File: config.mk
export PLATFORM = sky130hd
export DESIGN_NAME = dual_data_pointer_unit
export DESIGN_NICKNAME = d
export VERILOG_FILES = /design/src/logic/dual_data_pointer_pkg.sv /design/src/logic/serial_number_if.sv /design/src/logic/serial_number_store.sv /design/src/logic/dual_data_pointer_unit.sv
export SDC_FILE = /design/constraint.sdc
export NUM_CORES = 1
export LEC_CHECK = 0
export BUFFER_PORTS_ARGS = -buffer_cell sky130_fd_sc_hd__buf_2
export CORE_MARGIN = 4
export CORE_UTILIZATION = 35
export DETAILED_ROUTE_END_ITERATION = 12
export PLACE_DENSITY = 0.5
export SLEW_MARGIN = 15
export SYNTH_ARGS = -nofsm -noshare
export SYNTH_HDL_FRONTEND = slang
export SYNTH_HIERARCHICAL = 1
export SYNTH_SLANG_ARGS = --single-unit
export TNS_END_PERCENT = 10
File: constraint.sdc
create_clock -name clk -period 2.4 [get_ports clk]
set_input_delay 0.48 -clock clk [delete_from_list [all_inputs] [get_ports clk]]
set_output_delay 0.48 -clock clk [all_outputs]
set_load 0.03 [all_outputs]
File: src/logic/dual_data_pointer_pkg.sv
// Constants shared by the dual data pointer unit and its serial number store
package dual_data_pointer_pkg;

   // ----------------------------------------------------------------
   // Register addresses
   // ----------------------------------------------------------------
   localparam logic [7:0]  ADDR_PTR_LOW   = 8'h82;
   localparam logic [7:0]  ADDR_PTR_HIGH  = 8'h83;
   localparam logic [7:0]  ADDR_AUX_CTRL  = 8'hA2;

   // ----------------------------------------------------------------
   // Auxiliary control field positions
   // ----------------------------------------------------------------
   localparam int          SEL_BIT        = 0;
   localparam int          ZERO_BIT       = 1;
   localparam int          FLAG_BIT       = 3;

   // ----------------------------------------------------------------
   // Reset values and sizes
   // ----------------------------------------------------------------
   localparam logic [15:0] PTR_RESET      = 16'h0000;
   localparam logic        SEL_RESET      = 1'b0;
   localparam logic        FLAG_RESET     = 1'b0;
   localparam logic [7:0]  READ_RESET     = 8'h00;
   localparam int          POINTER_COUNT  = 2;
   localparam int          SERIAL_BYTES   = 12;
   localparam int          SERIAL_INDEX_W = 4;

endpackage : dual_data_pointer_pkg

File: src/logic/serial_number_if.sv
// Carrier between the pointer unit and its serial number store
`timescale 1ns/1ps
`default_nettype none

interface serial_number_if;
   logic       readEn;
   logic [3:0] index;
   logic [7:0] data;

   modport requester (output readEn, output index, input data);
   modport store     (input readEn, input index, output data);
endinterface : serial_number_if

`default_nettype wire

File: src/logic/serial_number_store.sv
// Factory serial number store, byte readable through the programming command path
`timescale 1ns/1ps
`default_nettype none

module serial_number_store #(
   parameter int                               SERIAL_BYTES = dual_data_pointer_pkg::SERIAL_BYTES,
   // Arbitrary neutral value
   parameter logic [SERIAL_BYTES*8-1:0]        SERIAL_VALUE = {SERIAL_BYTES{8'h5A}}
) (
   input  wire logic    clk,
   input  wire logic    reset_n,
   input  wire logic    ce,
   serial_number_if.store port
);

   // ----------------------------------------------------------------
   // Parameter check
   // ----------------------------------------------------------------
   if (SERIAL_BYTES < 1 || SERIAL_BYTES > 16) begin : g_bad_size
      $error("serial_number_store: SERIAL_BYTES must be 1 to 16");
   end

   typedef struct packed {
      logic [7:0] data;
   } store_t;

   store_t state_reg;
   store_t state_next;

   // ----------------------------------------------------------------
   // Registered byte read
   // ----------------------------------------------------------------
   always_comb begin
      state_next = state_reg;
      if (ce && port.readEn) begin
         state_next.data = 8'h00;
         for (int i = 0; i < SERIAL_BYTES; i++) begin
            if (port.index == i[3:0]) begin
               state_next.data = SERIAL_VALUE[i*8 +: 8];
            end
         end
      end
   end

   always_ff @(posedge clk or negedge reset_n) begin
      if (!reset_n) begin
         state_reg.data <= dual_data_pointer_pkg::READ_RESET;
      end else begin
         state_reg <= state_next;
      end
   end

   assign port.data = state_reg.data;

   property p_serial_byte;
      @(posedge clk) disable iff (!reset_n)
      (ce && port.readEn && port.index == 4'h0) |=> (port.data == SERIAL_VALUE[7:0]);
   endproperty
   a_serial_byte: assert property (p_serial_byte) else $error("serial byte zero wrong");

endmodule : serial_number_store

`default_nettype wire

File: src/logic/dual_data_pointer_unit.sv
// Dual data pointer unit with auxiliary control register and serial number access
`timescale 1ns/1ps
`default_nettype none


module dual_data_pointer_unit #(
   parameter int SERIAL_BYTES = dual_data_pointer_pkg::SERIAL_BYTES
) (
   input  wire logic        clk,
   input  wire logic        reset_n,
   input  wire logic        ce,
   input  wire logic [7:0]  sfrAddr,
   input  wire logic        sfrWrEn,
   input  wire logic [7:0]  sfrWrData,
   input  wire logic        sfrRdEn,
   output var  logic [7:0]  sfrRdData,
   input  wire logic        auxIncrement,
   input  wire logic        ptrIncrement,
   input  wire logic        ptrLoad,
   input  wire logic [15:0] ptrLoadValue,
   output var  logic [15:0] activeAddress,
   input  wire logic        progSerialRead,
   input  wire logic [3:0]  progSerialIndex,
   output var  logic [7:0]  progSerialData
);

   // ----------------------------------------------------------------
   // Parameter check
   // ----------------------------------------------------------------
   if (SERIAL_BYTES < 1 || SERIAL_BYTES > 16) begin : g_bad_size
      $error("dual_data_pointer_unit: SERIAL_BYTES must be 1 to 16");
   end

   localparam int PTRS = dual_data_pointer_pkg::POINTER_COUNT;

   typedef struct packed {
      logic [PTRS-1:0][15:0] ptr;
      logic                  sel;
      logic                  flag;
      logic [7:0]            rdData;
      logic [15:0]           active;
   } state_t;

   state_t            state_reg;
   state_t            state_next;
   logic [15:0]       ptrNext [PTRS];
   logic [15:0]       curPtr;
   logic              lowWrite;
   logic              highWrite;
   logic              auxWrite;
   logic [7:0]        auxValue;
   logic [7:0]        readValue;

   // ----------------------------------------------------------------
   // Register decode
   // ----------------------------------------------------------------
   assign lowWrite  = sfrWrEn && (sfrAddr == dual_data_pointer_pkg::ADDR_PTR_LOW);
   assign highWrite = sfrWrEn && (sfrAddr == dual_data_pointer_pkg::ADDR_PTR_HIGH);
   assign auxWrite  = sfrWrEn && (sfrAddr == dual_data_pointer_pkg::ADDR_AUX_CTRL);
   assign curPtr    = state_reg.ptr[state_reg.sel];

   always_comb begin
      auxValue = 8'h00;
      auxValue[dual_data_pointer_pkg::FLAG_BIT] = state_reg.flag;
      auxValue[dual_data_pointer_pkg::SEL_BIT]  = state_reg.sel;
      auxValue[dual_data_pointer_pkg::ZERO_BIT] = 1'b0;
   end

   always_comb begin
      case (sfrAddr)
         dual_data_pointer_pkg::ADDR_PTR_LOW: begin
            readValue = curPtr[7:0];
         end
         dual_data_pointer_pkg::ADDR_PTR_HIGH: begin
            readValue = curPtr[15:8];
         end
         dual_data_pointer_pkg::ADDR_AUX_CTRL: begin
            readValue = auxValue;
         end
         default: begin
            readValue = 8'h00;
         end
      endcase
   end

   // ----------------------------------------------------------------
   // Per-pointer update
   // ----------------------------------------------------------------
   for (genvar i = 0; i < PTRS; i++) begin : g_ptr
      logic isActive;
      assign isActive = (state_reg.sel == 1'(i));
      always_comb begin
         ptrNext[i] = state_reg.ptr[i];
         if (isActive) begin
            if (lowWrite) begin
               ptrNext[i][7:0] = sfrWrData;
            end
            if (highWrite) begin
               ptrNext[i][15:8] = sfrWrData;
            end
            if (ptrLoad) begin
               ptrNext[i] = ptrLoadValue;
            end else if (ptrIncrement) begin
               ptrNext[i] = 16'(state_reg.ptr[i] + 16'h0001);
            end
         end
      end
   end

   // ----------------------------------------------------------------
   // Next state
   // ----------------------------------------------------------------
   always_comb begin
      state_next = state_reg;
      if (ce) begin
         for (int i = 0; i < PTRS; i++) begin
            state_next.ptr[i] = ptrNext[i];
         end
         if (auxWrite) begin
            state_next.sel  = sfrWrData[dual_data_pointer_pkg::SEL_BIT];
            state_next.flag = sfrWrData[dual_data_pointer_pkg::FLAG_BIT];
         end
         if (auxIncrement) begin
            state_next.sel  = ~state_reg.sel;
            state_next.flag = state_reg.flag;
         end
         if (sfrRdEn) begin
            state_next.rdData = readValue;
         end
         state_next.active = state_next.ptr[state_next.sel];
      end
   end

   // ----------------------------------------------------------------
   // State register
   // ----------------------------------------------------------------
   always_ff @(posedge clk or negedge reset_n) begin
      if (!reset_n) begin
         state_reg.ptr    <= {PTRS{dual_data_pointer_pkg::PTR_RESET}};
         state_reg.sel    <= dual_data_pointer_pkg::SEL_RESET;
         state_reg.flag   <= dual_data_pointer_pkg::FLAG_RESET;
         state_reg.rdData <= dual_data_pointer_pkg::READ_RESET;
         state_reg.active <= dual_data_pointer_pkg::PTR_RESET;
      end else begin
         state_reg <= state_next;
      end
   end

   assign sfrRdData     = state_reg.rdData;
   assign activeAddress = state_reg.active;

   // ----------------------------------------------------------------
   // Serial number store
   // ----------------------------------------------------------------
   serial_number_if serialBus ();

   assign serialBus.readEn = progSerialRead;
   assign serialBus.index  = progSerialIndex;
   assign progSerialData   = serialBus.data;

   serial_number_store #(
      .SERIAL_BYTES (SERIAL_BYTES)
   ) u_serial (
      .clk     (clk),
      .reset_n (reset_n),
      .ce      (ce),
      .port    (serialBus.store)
   );

   // ----------------------------------------------------------------
   // Checks
   // ----------------------------------------------------------------
   property p_inactive_hold;
      @(posedge clk) disable iff (!reset_n)
      (state_reg.ptr[1] != $past(state_reg.ptr[1])) |-> ($past(state_reg.sel) == 1'b1);
   endproperty
   a_inactive_hold: assert property (p_inactive_hold) else $error("inactive pointer changed");

   property p_first_hold;
      @(posedge clk) disable iff (!reset_n)
      state_reg.sel |=> $stable(state_reg.ptr[0]);
   endproperty
   a_first_hold: assert property (p_first_hold) else $error("first pointer changed while deselected");

   property p_zero_bit;
      @(posedge clk) disable iff (!reset_n)
      (ce && sfrRdEn && sfrAddr == dual_data_pointer_pkg::ADDR_AUX_CTRL)
         |=> (sfrRdData[1] == 1'b0 && sfrRdData[0] == $past(state_reg.sel));
   endproperty
   a_zero_bit: assert property (p_zero_bit) else $error("auxiliary control read wrong");

   property p_select_write;
      @(posedge clk) disable iff (!reset_n)
      (ce && auxWrite && !auxIncrement)
         |=> (state_reg.sel == $past(sfrWrData[0]) && state_reg.flag == $past(sfrWrData[3]));
   endproperty
   a_select_write: assert property (p_select_write) else $error("select or flag not written");

   property p_aux_increment;
      @(posedge clk) disable iff (!reset_n)
      (ce && auxIncrement) |=> (state_reg.sel != $past(state_reg.sel)) && $stable(state_reg.flag);
   endproperty
   a_aux_increment: assert property (p_aux_increment) else $error("increment did not toggle select");

   property p_active_address;
      @(posedge clk) disable iff (!reset_n)
      activeAddress == state_reg.ptr[state_reg.sel];
   endproperty
   a_active_address: assert property (p_active_address) else $error("address not from active pointer");

   property p_low_write;
      @(posedge clk) disable iff (!reset_n)
      (ce && lowWrite && !ptrLoad && !ptrIncrement && !auxIncrement && !auxWrite)
         ##1 (ce && sfrRdEn && sfrAddr == dual_data_pointer_pkg::ADDR_PTR_LOW)
         |=> (sfrRdData == $past(sfrWrData, 2));
   endproperty
   a_low_write: assert property (p_low_write) else $error("low byte readback wrong");

   property p_unmapped_read;
      @(posedge clk) disable iff (!reset_n)
      (ce && sfrRdEn && sfrAddr != dual_data_pointer_pkg::ADDR_PTR_LOW
         && sfrAddr != dual_data_pointer_pkg::ADDR_PTR_HIGH
         && sfrAddr != dual_data_pointer_pkg::ADDR_AUX_CTRL) |=> (sfrRdData == 8'h00);
   endproperty
   a_unmapped_read: assert property (p_unmapped_read) else $error("unmapped read not zero");

   property p_ptr_increment;
      @(posedge clk) disable iff (!reset_n)
      (ce && ptrIncrement && !ptrLoad && !auxIncrement && !auxWrite)
         |=> (activeAddress == 16'($past(curPtr) + 16'h0001));
   endproperty
   a_ptr_increment: assert property (p_ptr_increment) else $error("active pointer not incremented");

   property p_ptr_load;
      @(posedge clk) disable iff (!reset_n)
      (ce && ptrLoad && !auxIncrement && !auxWrite) |=> (activeAddress == $past(ptrLoadValue));
   endproperty
   a_ptr_load: assert property (p_ptr_load) else $error("active pointer not loaded");

   property p_freeze;
      @(posedge clk) disable iff (!reset_n)
      !ce |=> $stable(state_reg);
   endproperty
   a_freeze: assert property (p_freeze) else $error("state moved while clock enable low");

   property p_high_write;
      @(posedge clk) disable iff (!reset_n)
      (ce && highWrite && !ptrLoad && !ptrIncrement && !auxIncrement && !auxWrite)
         ##1 (ce && sfrRdEn && sfrAddr == dual_data_pointer_pkg::ADDR_PTR_HIGH)
         |=> (sfrRdData == $past(sfrWrData, 2));
   endproperty
   a_high_write: assert property (p_high_write) else $error("high byte readback wrong");

   property p_aux_read_mask;
      @(posedge clk) disable iff (!reset_n)
      (ce && sfrRdEn && sfrAddr == dual_data_pointer_pkg::ADDR_AUX_CTRL)
         |=> (sfrRdData[7:4] == 4'h0 && sfrRdData[2] == 1'h0 && sfrRdData[3] == $past(state_reg.flag));
   endproperty
   a_aux_read_mask: assert property (p_aux_read_mask) else $error("aux control spare bits wrong");

   property p_read_hold;
      @(posedge clk) disable iff (!reset_n)
      !(ce && sfrRdEn) |=> $stable(sfrRdData);
   endproperty
   a_read_hold: assert property (p_read_hold) else $error("read data moved without a read");

   property p_select_hold;
      @(posedge clk) disable iff (!reset_n)
      !(ce && (auxWrite || auxIncrement)) |=> $stable(state_reg.sel);
   endproperty
   a_select_hold: assert property (p_select_hold) else $error("select moved without a request");

   property p_flag_hold;
      @(posedge clk) disable iff (!reset_n)
      !(ce && auxWrite) |=> $stable(state_reg.flag);
   endproperty
   a_flag_hold: assert property (p_flag_hold) else $error("flag moved without a write");

   property p_second_hold;
      @(posedge clk) disable iff (!reset_n)
      !state_reg.sel |=> $stable(state_reg.ptr[1]);
   endproperty
   a_second_hold: assert property (p_second_hold) else $error("second pointer changed while deselected");

   property p_wrap;
      @(posedge clk) disable iff (!reset_n)
      (ce && ptrIncrement && !ptrLoad && !auxIncrement && !auxWrite && curPtr == 16'hFFFF)
         |=> (activeAddress == 16'h0000);
   endproperty
   a_wrap: assert property (p_wrap) else $error("pointer increment did not wrap");

   property p_select_op_old;
      @(posedge clk) disable iff (!reset_n)
      (ce && auxIncrement && ptrLoad)
         |=> (state_reg.ptr[$past(state_reg.sel)] == $past(ptrLoadValue));
   endproperty
   a_select_op_old: assert property (p_select_op_old) else $error("load missed the old pointer");

endmodule : dual_data_pointer_unit

`default_nettype wire

==> out/results.tsv <==
metric	value	unit
GRT Util Overall	0.2414	
dpl ws	-0.009126	ns
Flop pwr share	0.316	
Die W	126.6	um
power per standard cell area	765.5	mW/mm2
largest net degree at the start of global routing	73	
Avg Vias per Cell	6.052	
Leak Pwr	2.618	nW
Routed WL	19180	um
hpwl dp	14210	um
syn_area_per_cell	7.856	um2
first-pass GRT wire length	29710	um
Fillers	1373	
CTS Sinks	59	
number of distinct library cells after synthesis	69	
CTS buffer count	9	
DRT antenna net count	0	
initial DRC count	705	
H-tree Lvls	3	
post-cts sizing count	0	
nets	735	
RSZ-0062 raised after global routing	false	
Arr. time, crit path	2.54	ns
switch share	0.3836	
post-CTS setup buffers	0	
antenna violations before repair	0	
Placed Instance Area	0.005574	mm2
Final Hold Viols	0	
fin crit period	2.259	ns
gr ovfl total	0	
Worst-path clk slew	0.06	ns
cell mode on critical path	nor4_1	
maximum clock frequency	0.4427	GHz
share of cells above drive strength 1	0.2280	
fin crit share	0.9411	
Crit Path Max Fanout	5	
Worst Tran Pin Value	0.5560	ns
status	complete, no violations	
Initial Utilization	0.3563	
Top FF cell, synth	dfrtp_1	
Crit Path Category	reg2reg	
delay-heaviest family, CP	simple AND/OR/NAND/NOR gates	
drt drc	0	
worst skew pair latency	0.35	ns
# hold bufs at CTS	0	
WL/cell	21.96	um
fin area	0.005903	mm2
Internal	2.786	mW
First-pass DRT Iterations	8	
commonest non-fill, non-tap cell in the layout	buf_2	
Sw Pwr	1.733	mW
die area	0.01604	mm2
Required @ worst endpoint	2.68	ns
Port Buffers	70	
Worst VDD drop	0.3419	mV
maxcap violations	0	
Clock Tree Root	clkbuf_16	
combined buffer and inverter count along the critical path	0	
crit-path max cell delay	0.44	ns
crit-path cells	ha_1, nand4_1, nor4_1, nor4_1, a2111oi_0, mux2i_1, a21oi_1	
Largest register FFs	32	
Yosys warning total	6	
P&R area growth vs syn	19.84	%
number of synthesized flops with an enable pin	0	
clk buf depth	2	
register area	0.001478	mm2
Syn Inst Count	627	
Setup Viol. Count Final	0	
Clk pwr share	0.322	
core area	0.01383	mm2
Die Y	126.6	um
Comb power frac	0.362	
io pins	77	
CTS tree	done	
critical path startpoint category	flop	
asr flop ratio synth	1.000	
CP endpoint kind	flop	
setup ws final	0.1414	ns
register area share after synthesis	0.2997	
Diodes inserted	0	
Multi-input gate area	0.002923	mm2
most frequent cells in the layout	buf_2 (70), nand2_1 (66), dfrtp_1 (58), buf_4 (57), nor2_1 (50)	
Final Max Slew Viols	0	
vias after detailed routing	5283	
Rel. slew slack	0.6280	
vias in the first global route	5043	
global placement routability congestion	0.9312	
FF+latch count, synth	59	
Clock Skew	0.01062	ns
slowest CP cell	dfrtp_1	
HP Class	in2async	
Rows	43	
Cell Area, Synth	0.004926	mm2
routing by layer:
metal,up-vias,global-route usage,routed length (um)
met4,0,0.09968,639
met2,246,0.3683,8636
li1,2430,-,-
met1,2568,0.3372,8525
met3,39,0.04337,1374
met5,-,0,0
cells in the mapped netlist (10+ instances only):
cell,instances,area (um2)
dfrtp_1,59,1476
mux2i_1,26,260.3
nor2_1,50,187.7
nand3_1,25,125.1
inv_1,24,90.09
clkbuf_1,38,142.6
nand2_1,66,247.7
buf_4,34,255.2
nand4_1,12,75.07
a31oi_1,10,62.56
a21oi_1,42,210.2
nor3_1,11,55.05
o21ai_0,42,210.2
power groups by stage:
stage	clock network, mW	registers, mW	logic, mW
after floorplan	0	1.34	1.19
final	1.46	1.43	1.63
after detailed placement	0	1.44	1.61
after global placement	0	1.43	1.60
after global routing	1.53	1.46	1.78
after CTS	1.48	1.42	1.63
per-stage QoR:
step                      hold WS, ns  std cells  utilization  setup TNS [ns]  total power, mW
after floorplan                0.1844        630            -               0            2.529
after global placement         0.4651        857       0.4031        -0.07794            3.037
after detailed placement       0.4706        857       0.4031        -0.01434            3.054
after CTS                      0.1587        873       0.4269               0            4.528
after global routing           0.1587        873       0.4269               0            4.769
final                          0.1368        873       0.4269               0            4.519
path summary, 6_finish.rpt:
check / start / to / slack, ns / cells after the start
setup reg to reg: state_reg[43] / activeAddress[12] / 0.14 / 7
min in group clk: progSerialIndex[3] / u_serial/port.data[4] / 0.35 / 2
hold reg to reg: sfrRdData[2] / sfrRdData[2] / 0.47 / 2
hold / removal: reset_n / sfrRdData[7] / 0.14 / 2
max in group asynchronous: reset_n / state_reg[53] / 1.96 / 2
setup / recovery: state_reg[43] / activeAddress[12] / 0.14 / 7
cell families (layout without fill, tap and decap cells):
kind of cell,Yosys count,after routing,share of synthesized area
buf+inv,108,171,0.1092
other cells,1,4,0.0007613
simple gates,215,215,0.2197
xor+xnor,9,9,0.01600
mux,33,33,0.06934
fa+ha+maj,2,2,0.005079
compound gates,200,200,0.2802
flops,59,59,0.2997
layout make-up:
type	count	share of cell area
inverter	24	0.01526
clock buffer	12	0.04345
sequential	59	0.2503
timing repair buffer	131	0.1454
multi-input combinational	463	0.4951
tap	180	0.03815
clock inverter	4	0.01229
No activity file was read; power rests on OpenSTA's default activity.
